### src/ddtr_pkg.sv
// Constants, register map and helpers for the converter data and trim register bank
// ==========================================================================
// Summary of operation
// - Right layout: high byte bits 3:0, 7:4 zero
// - Left layout: high byte holds code 11:4
// - Right layout: low byte holds code 7:0
// - Left layout: low bits 7:4, 3:0 zero
// - Channel 0 gain trim, 8-bit read/write
// - Channel 0 offset trim, 8-bit read/write
// - Channel 1 gain trim, 7-bit, bit 7 zero
// - Channel 1 offset trim, 7-bit, bit 7 zero
// - Same map both layouts, code bytes 0x18-0x1b
// - One align bit selects left or right
// - Left layout: high byte write converts alone
// - Empty flag; write while clear overwrites code
package ddtr_pkg;

  // ==========================================================================
  // Register indices; byte address is four times the index
  localparam logic [5:0] IDX_MAIN_CTRL  = 6'h00;
  localparam logic [5:0] IDX_TRIG_CTRL  = 6'h01;
  localparam logic [5:0] IDX_REF_ALIGN  = 6'h02;
  localparam logic [5:0] IDX_EVENT_SEL  = 6'h03;
  localparam logic [5:0] IDX_EMPTY_FLG  = 6'h05;
  localparam logic [5:0] IDX_CH0_GAIN   = 6'h08;
  localparam logic [5:0] IDX_CH0_OFFS   = 6'h09;
  localparam logic [5:0] IDX_CH1_GAIN   = 6'h0a;
  localparam logic [5:0] IDX_CH1_OFFS   = 6'h0b;
  localparam logic [5:0] IDX_CH0_LOW    = 6'h18;
  localparam logic [5:0] IDX_CH0_HIGH   = 6'h19;
  localparam logic [5:0] IDX_CH1_LOW    = 6'h1a;
  localparam logic [5:0] IDX_CH1_HIGH   = 6'h1b;

  // ==========================================================================
  // Byte-wide configuration registers, in generate order
  localparam int         NUM_CFG        = 8;
  localparam int         CFG_MAIN       = 0;
  localparam int         CFG_TRIG       = 1;
  localparam int         CFG_REFAL      = 2;
  localparam int         CFG_EVSEL      = 3;
  localparam int         CFG_G0         = 4;
  localparam int         CFG_O0         = 5;
  localparam int         CFG_G1         = 6;
  localparam int         CFG_O1         = 7;
  localparam logic [NUM_CFG-1:0][5:0] CFG_IDX = {
    IDX_CH1_OFFS, IDX_CH1_GAIN, IDX_CH0_OFFS, IDX_CH0_GAIN,
    IDX_EVENT_SEL, IDX_REF_ALIGN, IDX_TRIG_CTRL, IDX_MAIN_CTRL};
  // Writable bit masks; reserved bits hold zero
  localparam logic [NUM_CFG-1:0][7:0] CFG_MASK = {
    8'h7f, 8'h7f, 8'hff, 8'hff, 8'h0f, 8'h19, 8'h63, 8'h1f};
  localparam logic [7:0] CFG_RESET      = 8'h00;

  // ==========================================================================
  // Field positions and widths
  localparam int         ALIGN_BIT      = 0;
  localparam int         CODE_W         = 12;
  localparam logic [CODE_W-1:0] CODE_RESET = 12'h000;
  localparam logic [7:0] TEMP_RESET     = 8'h00;
  localparam logic [3:0] NIBBLE_ZERO    = 4'h0;
  localparam int         ADDR_W         = 8;

  // Byte address of a register index
  function automatic logic [ADDR_W-1:0] ddtr_addr(input logic [5:0] idx);
    ddtr_addr = {idx, 2'b00};
  endfunction

endpackage

### src/ddtr_byte_reg.sv
// Masked byte-wide configuration register
`timescale 1ns/1ps
module ddtr_byte_reg
  import ddtr_pkg::*;
#(
  parameter logic [7:0] MASK = 8'hff
) (
  input  wire logic       mclk,
  input  wire logic       srst,
  input  wire logic       wr_en,
  input  wire logic [7:0] wdata,
  output logic      [7:0] q_reg
);

  logic [7:0] q_next;

  // ==========================================================================
  // Next value keeps reserved bits at zero
  assign q_next = wr_en ? (wdata & MASK) : q_reg;

  always_ff @(posedge mclk) begin
    if (srst) begin
      q_reg <= CFG_RESET;
    end else begin
      q_reg <= q_next;
    end
  end

endmodule

### src/ddtr_code_chan.sv
// One channel: 12-bit conversion code, empty flag and byte views
`timescale 1ns/1ps
module ddtr_code_chan
  import ddtr_pkg::*;
(
  input  wire logic              mclk,
  input  wire logic              srst,
  input  wire logic              left_align,
  input  wire logic              commit,
  input  wire logic [7:0]        temp_byte,
  input  wire logic [7:0]        wdata,
  input  wire logic              consume,
  output logic      [CODE_W-1:0] code_reg,
  output logic                   empty_reg,
  output logic      [7:0]        low_rd,
  output logic      [7:0]        high_rd
);

  logic [CODE_W-1:0] code_next;
  logic              empty_next;

  // ==========================================================================
  // Code assembled from staged low byte and written high byte
  assign code_next = !commit    ? code_reg :
                     left_align ? {wdata, temp_byte[7:4]} :
                                  {wdata[3:0], temp_byte};

  // Converter take sets the flag and wins over a new write
  assign empty_next = consume ? 1'b1 : (commit ? 1'b0 : empty_reg);

  // Byte views of the code in the selected layout
  assign low_rd  = left_align ? {code_reg[3:0], NIBBLE_ZERO} : code_reg[7:0];
  assign high_rd = left_align ? code_reg[11:4] : {NIBBLE_ZERO, code_reg[11:8]};

  always_ff @(posedge mclk) begin
    if (srst) begin
      code_reg  <= CODE_RESET;
      empty_reg <= 1'b0;
    end else begin
      code_reg  <= code_next;
      empty_reg <= empty_next;
    end
  end
endmodule

### src/ddtr_top.sv
// Converter data and trim register bank with APB slave port
//
// Chosen here: the APB slave port.
`timescale 1ns/1ps
module ddtr_top
  import ddtr_pkg::*;
(
  input  wire logic              mclk,
  input  wire logic              srst,
  input  wire logic              psel,
  input  wire logic              penable,
  input  wire logic              pwrite,
  input  wire logic [ADDR_W-1:0] paddr,
  input  wire logic [31:0]       pwdata,
  output logic      [31:0]       prdata,
  output logic                   pready,
  output logic                   pslverr,
  input  wire logic [1:0]        code_taken,
  output logic      [7:0]        main_control,
  output logic      [7:0]        channel_trigger_control,
  output logic      [7:0]        reference_align_control,
  output logic      [7:0]        event_source_select,
  output logic      [7:0]        ch0_gain_trim,
  output logic      [7:0]        ch0_offset_trim,
  output logic      [7:0]        ch1_gain_trim,
  output logic      [7:0]        ch1_offset_trim,
  output logic      [CODE_W-1:0] ch0_conversion_code,
  output logic      [CODE_W-1:0] ch1_conversion_code,
  output logic                   ch0_code_empty_flag,
  output logic                   ch1_code_empty_flag
);

  logic [NUM_CFG-1:0][7:0] cfg_q;
  logic [NUM_CFG-1:0]      cfg_hit;
  logic [NUM_CFG-1:0]      cfg_wr;
  logic [1:0][7:0]         low_rd;
  logic [1:0][7:0]         high_rd;
  logic [1:0][CODE_W-1:0]  code_q;
  logic [1:0]              empty_q;
  logic [1:0]              low_hit;
  logic [1:0]              high_hit;
  logic [1:0]              high_wr;
  logic                    left_align_select;
  logic                    setup_ph;
  logic                    wr_strobe;
  logic                    status_hit;
  logic                    mapped;
  logic [7:0]              rd_byte;
  logic [7:0]              temp_reg;
  logic [7:0]              temp_next;
  logic [31:0]             prdata_reg;
  logic [31:0]             prdata_next;
  logic                    pready_reg;
  logic                    pready_next;
  logic                    pslverr_reg;
  logic                    pslverr_next;

  // ==========================================================================
  // APB phases; answer is registered in setup, write lands in access
  assign setup_ph  = psel && !penable;
  assign wr_strobe = psel && penable && pready_reg && pwrite && !pslverr_reg;

  // ==========================================================================
  // Address decode, same map in both layouts
  assign low_hit[0]  = paddr == ddtr_addr(IDX_CH0_LOW);
  assign high_hit[0] = paddr == ddtr_addr(IDX_CH0_HIGH);
  assign low_hit[1]  = paddr == ddtr_addr(IDX_CH1_LOW);
  assign high_hit[1] = paddr == ddtr_addr(IDX_CH1_HIGH);
  assign status_hit  = paddr == ddtr_addr(IDX_EMPTY_FLG);
  assign mapped      = (|cfg_hit) || (|low_hit) || (|high_hit) || status_hit;
  assign high_wr     = wr_strobe ? high_hit : 2'b00;

  // ==========================================================================
  // Configuration and trim registers
  generate
    for (genvar i = 0; i < NUM_CFG; i++) begin : g_cfg
      assign cfg_hit[i] = paddr == ddtr_addr(CFG_IDX[i]);
      assign cfg_wr[i]  = wr_strobe && cfg_hit[i];
      ddtr_byte_reg #(
        .MASK (CFG_MASK[i])
      ) u_cfg (
        .mclk  (mclk),
        .srst  (srst),
        .wr_en (cfg_wr[i]),
        .wdata (pwdata[7:0]),
        .q_reg (cfg_q[i])
      );
    end
  endgenerate

  // One alignment bit steers both channels
  assign left_align_select = cfg_q[CFG_REFAL][ALIGN_BIT];

  // ==========================================================================
  // Shared staging byte, loaded by any low byte write
  assign temp_next = (wr_strobe && (|low_hit)) ? pwdata[7:0] : temp_reg;

  always_ff @(posedge mclk) begin
    if (srst) begin
      temp_reg <= TEMP_RESET;
    end else begin
      temp_reg <= temp_next;
    end
  end

  // ==========================================================================
  // Two code channels
  generate
    for (genvar c = 0; c < 2; c++) begin : g_chan
      ddtr_code_chan u_chan (
        .mclk       (mclk),
        .srst       (srst),
        .left_align (left_align_select),
        .commit     (high_wr[c]),
        .temp_byte  (temp_reg),
        .wdata      (pwdata[7:0]),
        .consume    (code_taken[c]),
        .code_reg   (code_q[c]),
        .empty_reg  (empty_q[c]),
        .low_rd     (low_rd[c]),
        .high_rd    (high_rd[c])
      );
    end
  endgenerate

  // ==========================================================================
  // Read data selection
  always_comb begin
    rd_byte = 8'h00;
    for (int i = 0; i < NUM_CFG; i++) begin
      if (cfg_hit[i]) begin
        rd_byte = cfg_q[i];
      end
    end
    for (int c = 0; c < 2; c++) begin
      if (low_hit[c]) begin
        rd_byte = low_rd[c];
      end
      if (high_hit[c]) begin
        rd_byte = high_rd[c];
      end
    end
    if (status_hit) begin
      rd_byte = {6'h00, empty_q};
    end
  end

  // Registered answer, one access cycle, error on unmapped address
  assign prdata_next  = setup_ph ? {24'h000000, rd_byte} : prdata_reg;
  assign pready_next  = setup_ph;
  assign pslverr_next = setup_ph ? !mapped : 1'b0;

  always_ff @(posedge mclk) begin
    if (srst) begin
      prdata_reg  <= 32'h00000000;
      pready_reg  <= 1'b0;
      pslverr_reg <= 1'b0;
    end else begin
      prdata_reg  <= prdata_next;
      pready_reg  <= pready_next;
      pslverr_reg <= pslverr_next;
    end
  end

  // ==========================================================================
  // Outputs, all from flip-flops
  assign prdata                  = prdata_reg;
  assign pready                  = pready_reg;
  assign pslverr                 = pslverr_reg;
  assign main_control            = cfg_q[CFG_MAIN];
  assign channel_trigger_control = cfg_q[CFG_TRIG];
  assign reference_align_control = cfg_q[CFG_REFAL];
  assign event_source_select     = cfg_q[CFG_EVSEL];
  assign ch0_gain_trim           = cfg_q[CFG_G0];
  assign ch0_offset_trim         = cfg_q[CFG_O0];
  assign ch1_gain_trim           = cfg_q[CFG_G1];
  assign ch1_offset_trim         = cfg_q[CFG_O1];
  assign ch0_conversion_code     = code_q[0];
  assign ch1_conversion_code     = code_q[1];
  assign ch0_code_empty_flag     = empty_q[0];
  assign ch1_code_empty_flag     = empty_q[1];
endmodule

### config.mk
export PLATFORM = sky130hd
export DESIGN_NAME = ddtr_top
export DESIGN_NICKNAME = d
export VERILOG_FILES = /design/src/ddtr_pkg.sv /design/src/ddtr_byte_reg.sv /design/src/ddtr_code_chan.sv /design/src/ddtr_top.sv
export SDC_FILE = /design/constraint.sdc
export NUM_CORES = 1
export LEC_CHECK = 0
export ABC_AREA = 0
export BUFFER_PORTS_ARGS = -buffer_cell sky130_fd_sc_hd__buf_4
export CORE_ASPECT_RATIO = 0.8
export CORE_MARGIN = 5
export CORE_UTILIZATION = 54
export CTS_BUF_LIST = sky130_fd_sc_hd__clkbuf_16
export CTS_CLUSTER_SIZE = 12
export DETAILED_ROUTE_END_ITERATION = 6
export PLACE_DENSITY = 0.91
export SYNTH_ARGS = -nofsm -noshare
export SYNTH_HDL_FRONTEND = slang
export SYNTH_SLANG_ARGS = --single-unit
export TNS_END_PERCENT = 1
### constraint.sdc
create_clock -name mclk -period 2.7 [get_ports mclk]
set_input_delay 0.54 -clock mclk [delete_from_list [all_inputs] [get_ports mclk]]
set_output_delay 0.54 -clock mclk [all_outputs]
set_load 0.03 [all_outputs]
==> results_dict.tcl <==
set metrics [dict create \
    drt_iter0_drc 481 \
    area_growth_pct 20.6 \
    core-area_um2 8960 \
    skew_ps 5.95 \
    status "completed" \
    die_area_um2 11100 \
    synth_ff_type "dfxtp_1" \
    drc 0 \
    row_count 31 \
    intPower_mw 2.12 \
    io_pins 171 \
    seqPwrFrac_pct 46.4 \
    seq_area_frac_synth_pct 36.8 \
    place_congestion 0.940 \
    clk_pin_slew_ps 60 \
    grt_setup_unrepaired "no" \
    crit_path_start_kind "input pin" \
    post_cts_buffers 0 \
    initial_core_util_pct 54.6 \
    worstSetupEndpointType "register" \
    cts_tree "yes" \
    clkPwrFrac_pct 43.5 \
    cts_hold_buf 0 \
    cts.path.max_buffers 2 \
    worstSetupPathType "input pin to register" \
    syn_area_per_cell_um2 8.62 \
    clock_sinks 90 \
    power_leakage_nw 2.79 \
    setup_viol 0 \
    power.density_nw_per_um2 488 \
    die_w_um 116 \
    min_period_over_period_pct 75.6 \
    die_h_um 95.1 \
    overflow 0 \
    fin_nets 705 \
    synthArstFlopShare_pct 0 \
    viasPerCell 5.94 \
    numPortBuffers 104 \
    syn-instance-count 567 \
    max-cap-violations 0 \
    htreeDepth 3 \
    ys_ff_latch 90 \
    setup_tns_ps 0 \
    insertion_delay_ps 350 \
    grtUsageTotal_pct 27.7 \
    synthDistinctLibCells 61 \
    holdWs_ps 403 \
    grt_max_degree 47 \
    cp.required_ps 2960 \
    post_cts_resize_count 0 \
    dr.pass1.iters 6 \
    critPathMaxFanout 22 \
    ir_drop_v 0.000522 \
    num_vias 4612 \
    fin_crit_ps 2040 \
    min_path_type "input pin to register" \
    grt_pass1_wl_mm 23.6 \
    routed_wl_mm 15.2 \
    synth_area_leader_cell "dfxtp_1" \
    critical_path_arrival_ps 2300 \
    antenna_found_initial 0 \
    largest_reg_flops 46 \
    grt_pass1_vias 4516 \
    fmax_mhz 490 \
    drive_gt1_share_pct 24.5 \
    p_comb_share_pct 10.1 \
    r2r_setup_slack_ps 660 \
    max-slew-margin-rel_pct 51.5 \
    tightest_slew_ps 728 \
    routedWlPerCell_um 19.6 \
    yosys_warnings 0 \
    synth_area_um2 4890 \
    dpl.hpwl_mm 11.0 \
    cts_buffers 9 \
    synth_area_leaders "dfxtp_1 (37%), mux2i_1 (15%), nor2_1 (9.2%), buf_4 (6.9%), a21oi_1 (4.5%)" \
    switchingPower_uw 762 \
    synth-edff-count 0 \
    hold_viol 0 \
    synth_top_area_share_pct 36.8 \
    ant_nets 0 \
    switching_share_pct 26.5 \
    cts_root_buf "clkbuf_16" \
    antenna_cells 0 \
    slew_viol_final 0 \
]
area by class of cell:
class | count | area (um2)
Clock buffer | 9 | 225
Inverter | 4 | 15.0
Timing Repair Buffer | 123 | 923
Fill cell | 732 | 3060
Clock inverter | 6 | 66.3
Multi-Input combinational cell | 430 | 2720
Sequential cell | 90 | 1800
Tap cell | 115 | 144
cells by family after synthesis:
kind of cell / after synthesis / share of synthesized area [%]
and+or+nand+nor: 188 / 19.2
DFF: 90 / 36.8
buffers and inverters: 88 / 10.6
muxes: 87 / 18.4
other: 1 / 0.0767
AOI/OAI and AO/OA: 113 / 14.9
metrics by stage:
step / setup slack (ps) / area (um2) / total power [mW] / utilization, % / cells
4_1_cts: 679 / 5900 / 2.88 / 65.8 / 777
3_5_place_dp: 372 / 5610 / 1.65 / 62.6 / 762
3_3_place_gp: 421 / 5610 / 1.64 / 62.6 / 762
6_report: 658 / 5900 / 2.88 / 65.8 / 777
5_1_grt: 508 / 5900 / 2.97 / 65.8 / 777
2_1_floorplan: 780 / 5040 / 1.61 / - / 608
layout by cell type (no fill, tap or decap), types with 10 or more instances in the layout:
master,instances
a21oi_1,44
buf_4,123
conb_1,42
dfxtp_1,90
mux2i_1,74
nand2_1,11
nand3_1,10
nor2_1,120
synthesized netlist by cell type (3+ instances only):
library cell,instances
o21ai_1,8
mux2i_1,74
dfxtp_1,90
o31ai_1,3
a21oi_1,44
clkbuf_1,23
buf_2,15
a22oi_1,5
and2_1,4
nand2b_1,8
nor2_1,120
a21o_1,4
nand2_1,11
mux2_2,9
o21a_1,3
o21ai_0,9
a31oi_1,4
nand3_2,3
a211oi_1,5
mux2_1,3
a221oi_1,3
nand3_1,10
o22ai_1,3
a32oi_1,6
buf_4,45
and3_1,4
nor3_1,6
nor2b_1,4
path summary, 6_finish.rpt:
| kind | start | endpoint | cells past startpoint |
|---|---|---|---|
| setup / recovery | paddr[2] | prdata[4] | 7 |
| hold / removal | code_taken[0] | g_chan[0].u_chan.empty_reg | 3 |
| setup reg to reg | pslverr | g_cfg[7].u_cfg.q_reg[0] | 5 |
| hold reg to reg | prdata[2] | prdata[2] | 2 |
power by group through the flow:
stage	Sequential, mW	Combinational, mW	Clock (mW)
floorplan	1.38	0.236	0
global placement	1.37	0.276	0
finish	1.34	0.290	1.25
global route	1.34	0.307	1.32
CTS	1.34	0.282	1.26
detailed placement	1.37	0.281	0
worst max-delay path: stages:
cell,delay (ps)
buf_4,280
nor4bb_1,470
buf_4,260
nand2_1,150
nor2_1,240
a222oi_1,100
a211oi_1,240
layer usage:
layer  share of wire (%)  wire, um  up-vias  GRT usage (%)
met5                   0         0        -              0
met4                 2.2       328        0           10.5
met3                  11      1670       28           6.54
met2                  46      7090      281           44.9
met1                  40      6150     2200           35.9
li1                    -         -     2103              -
Note: power is estimated with default switching activity, not from simulation.
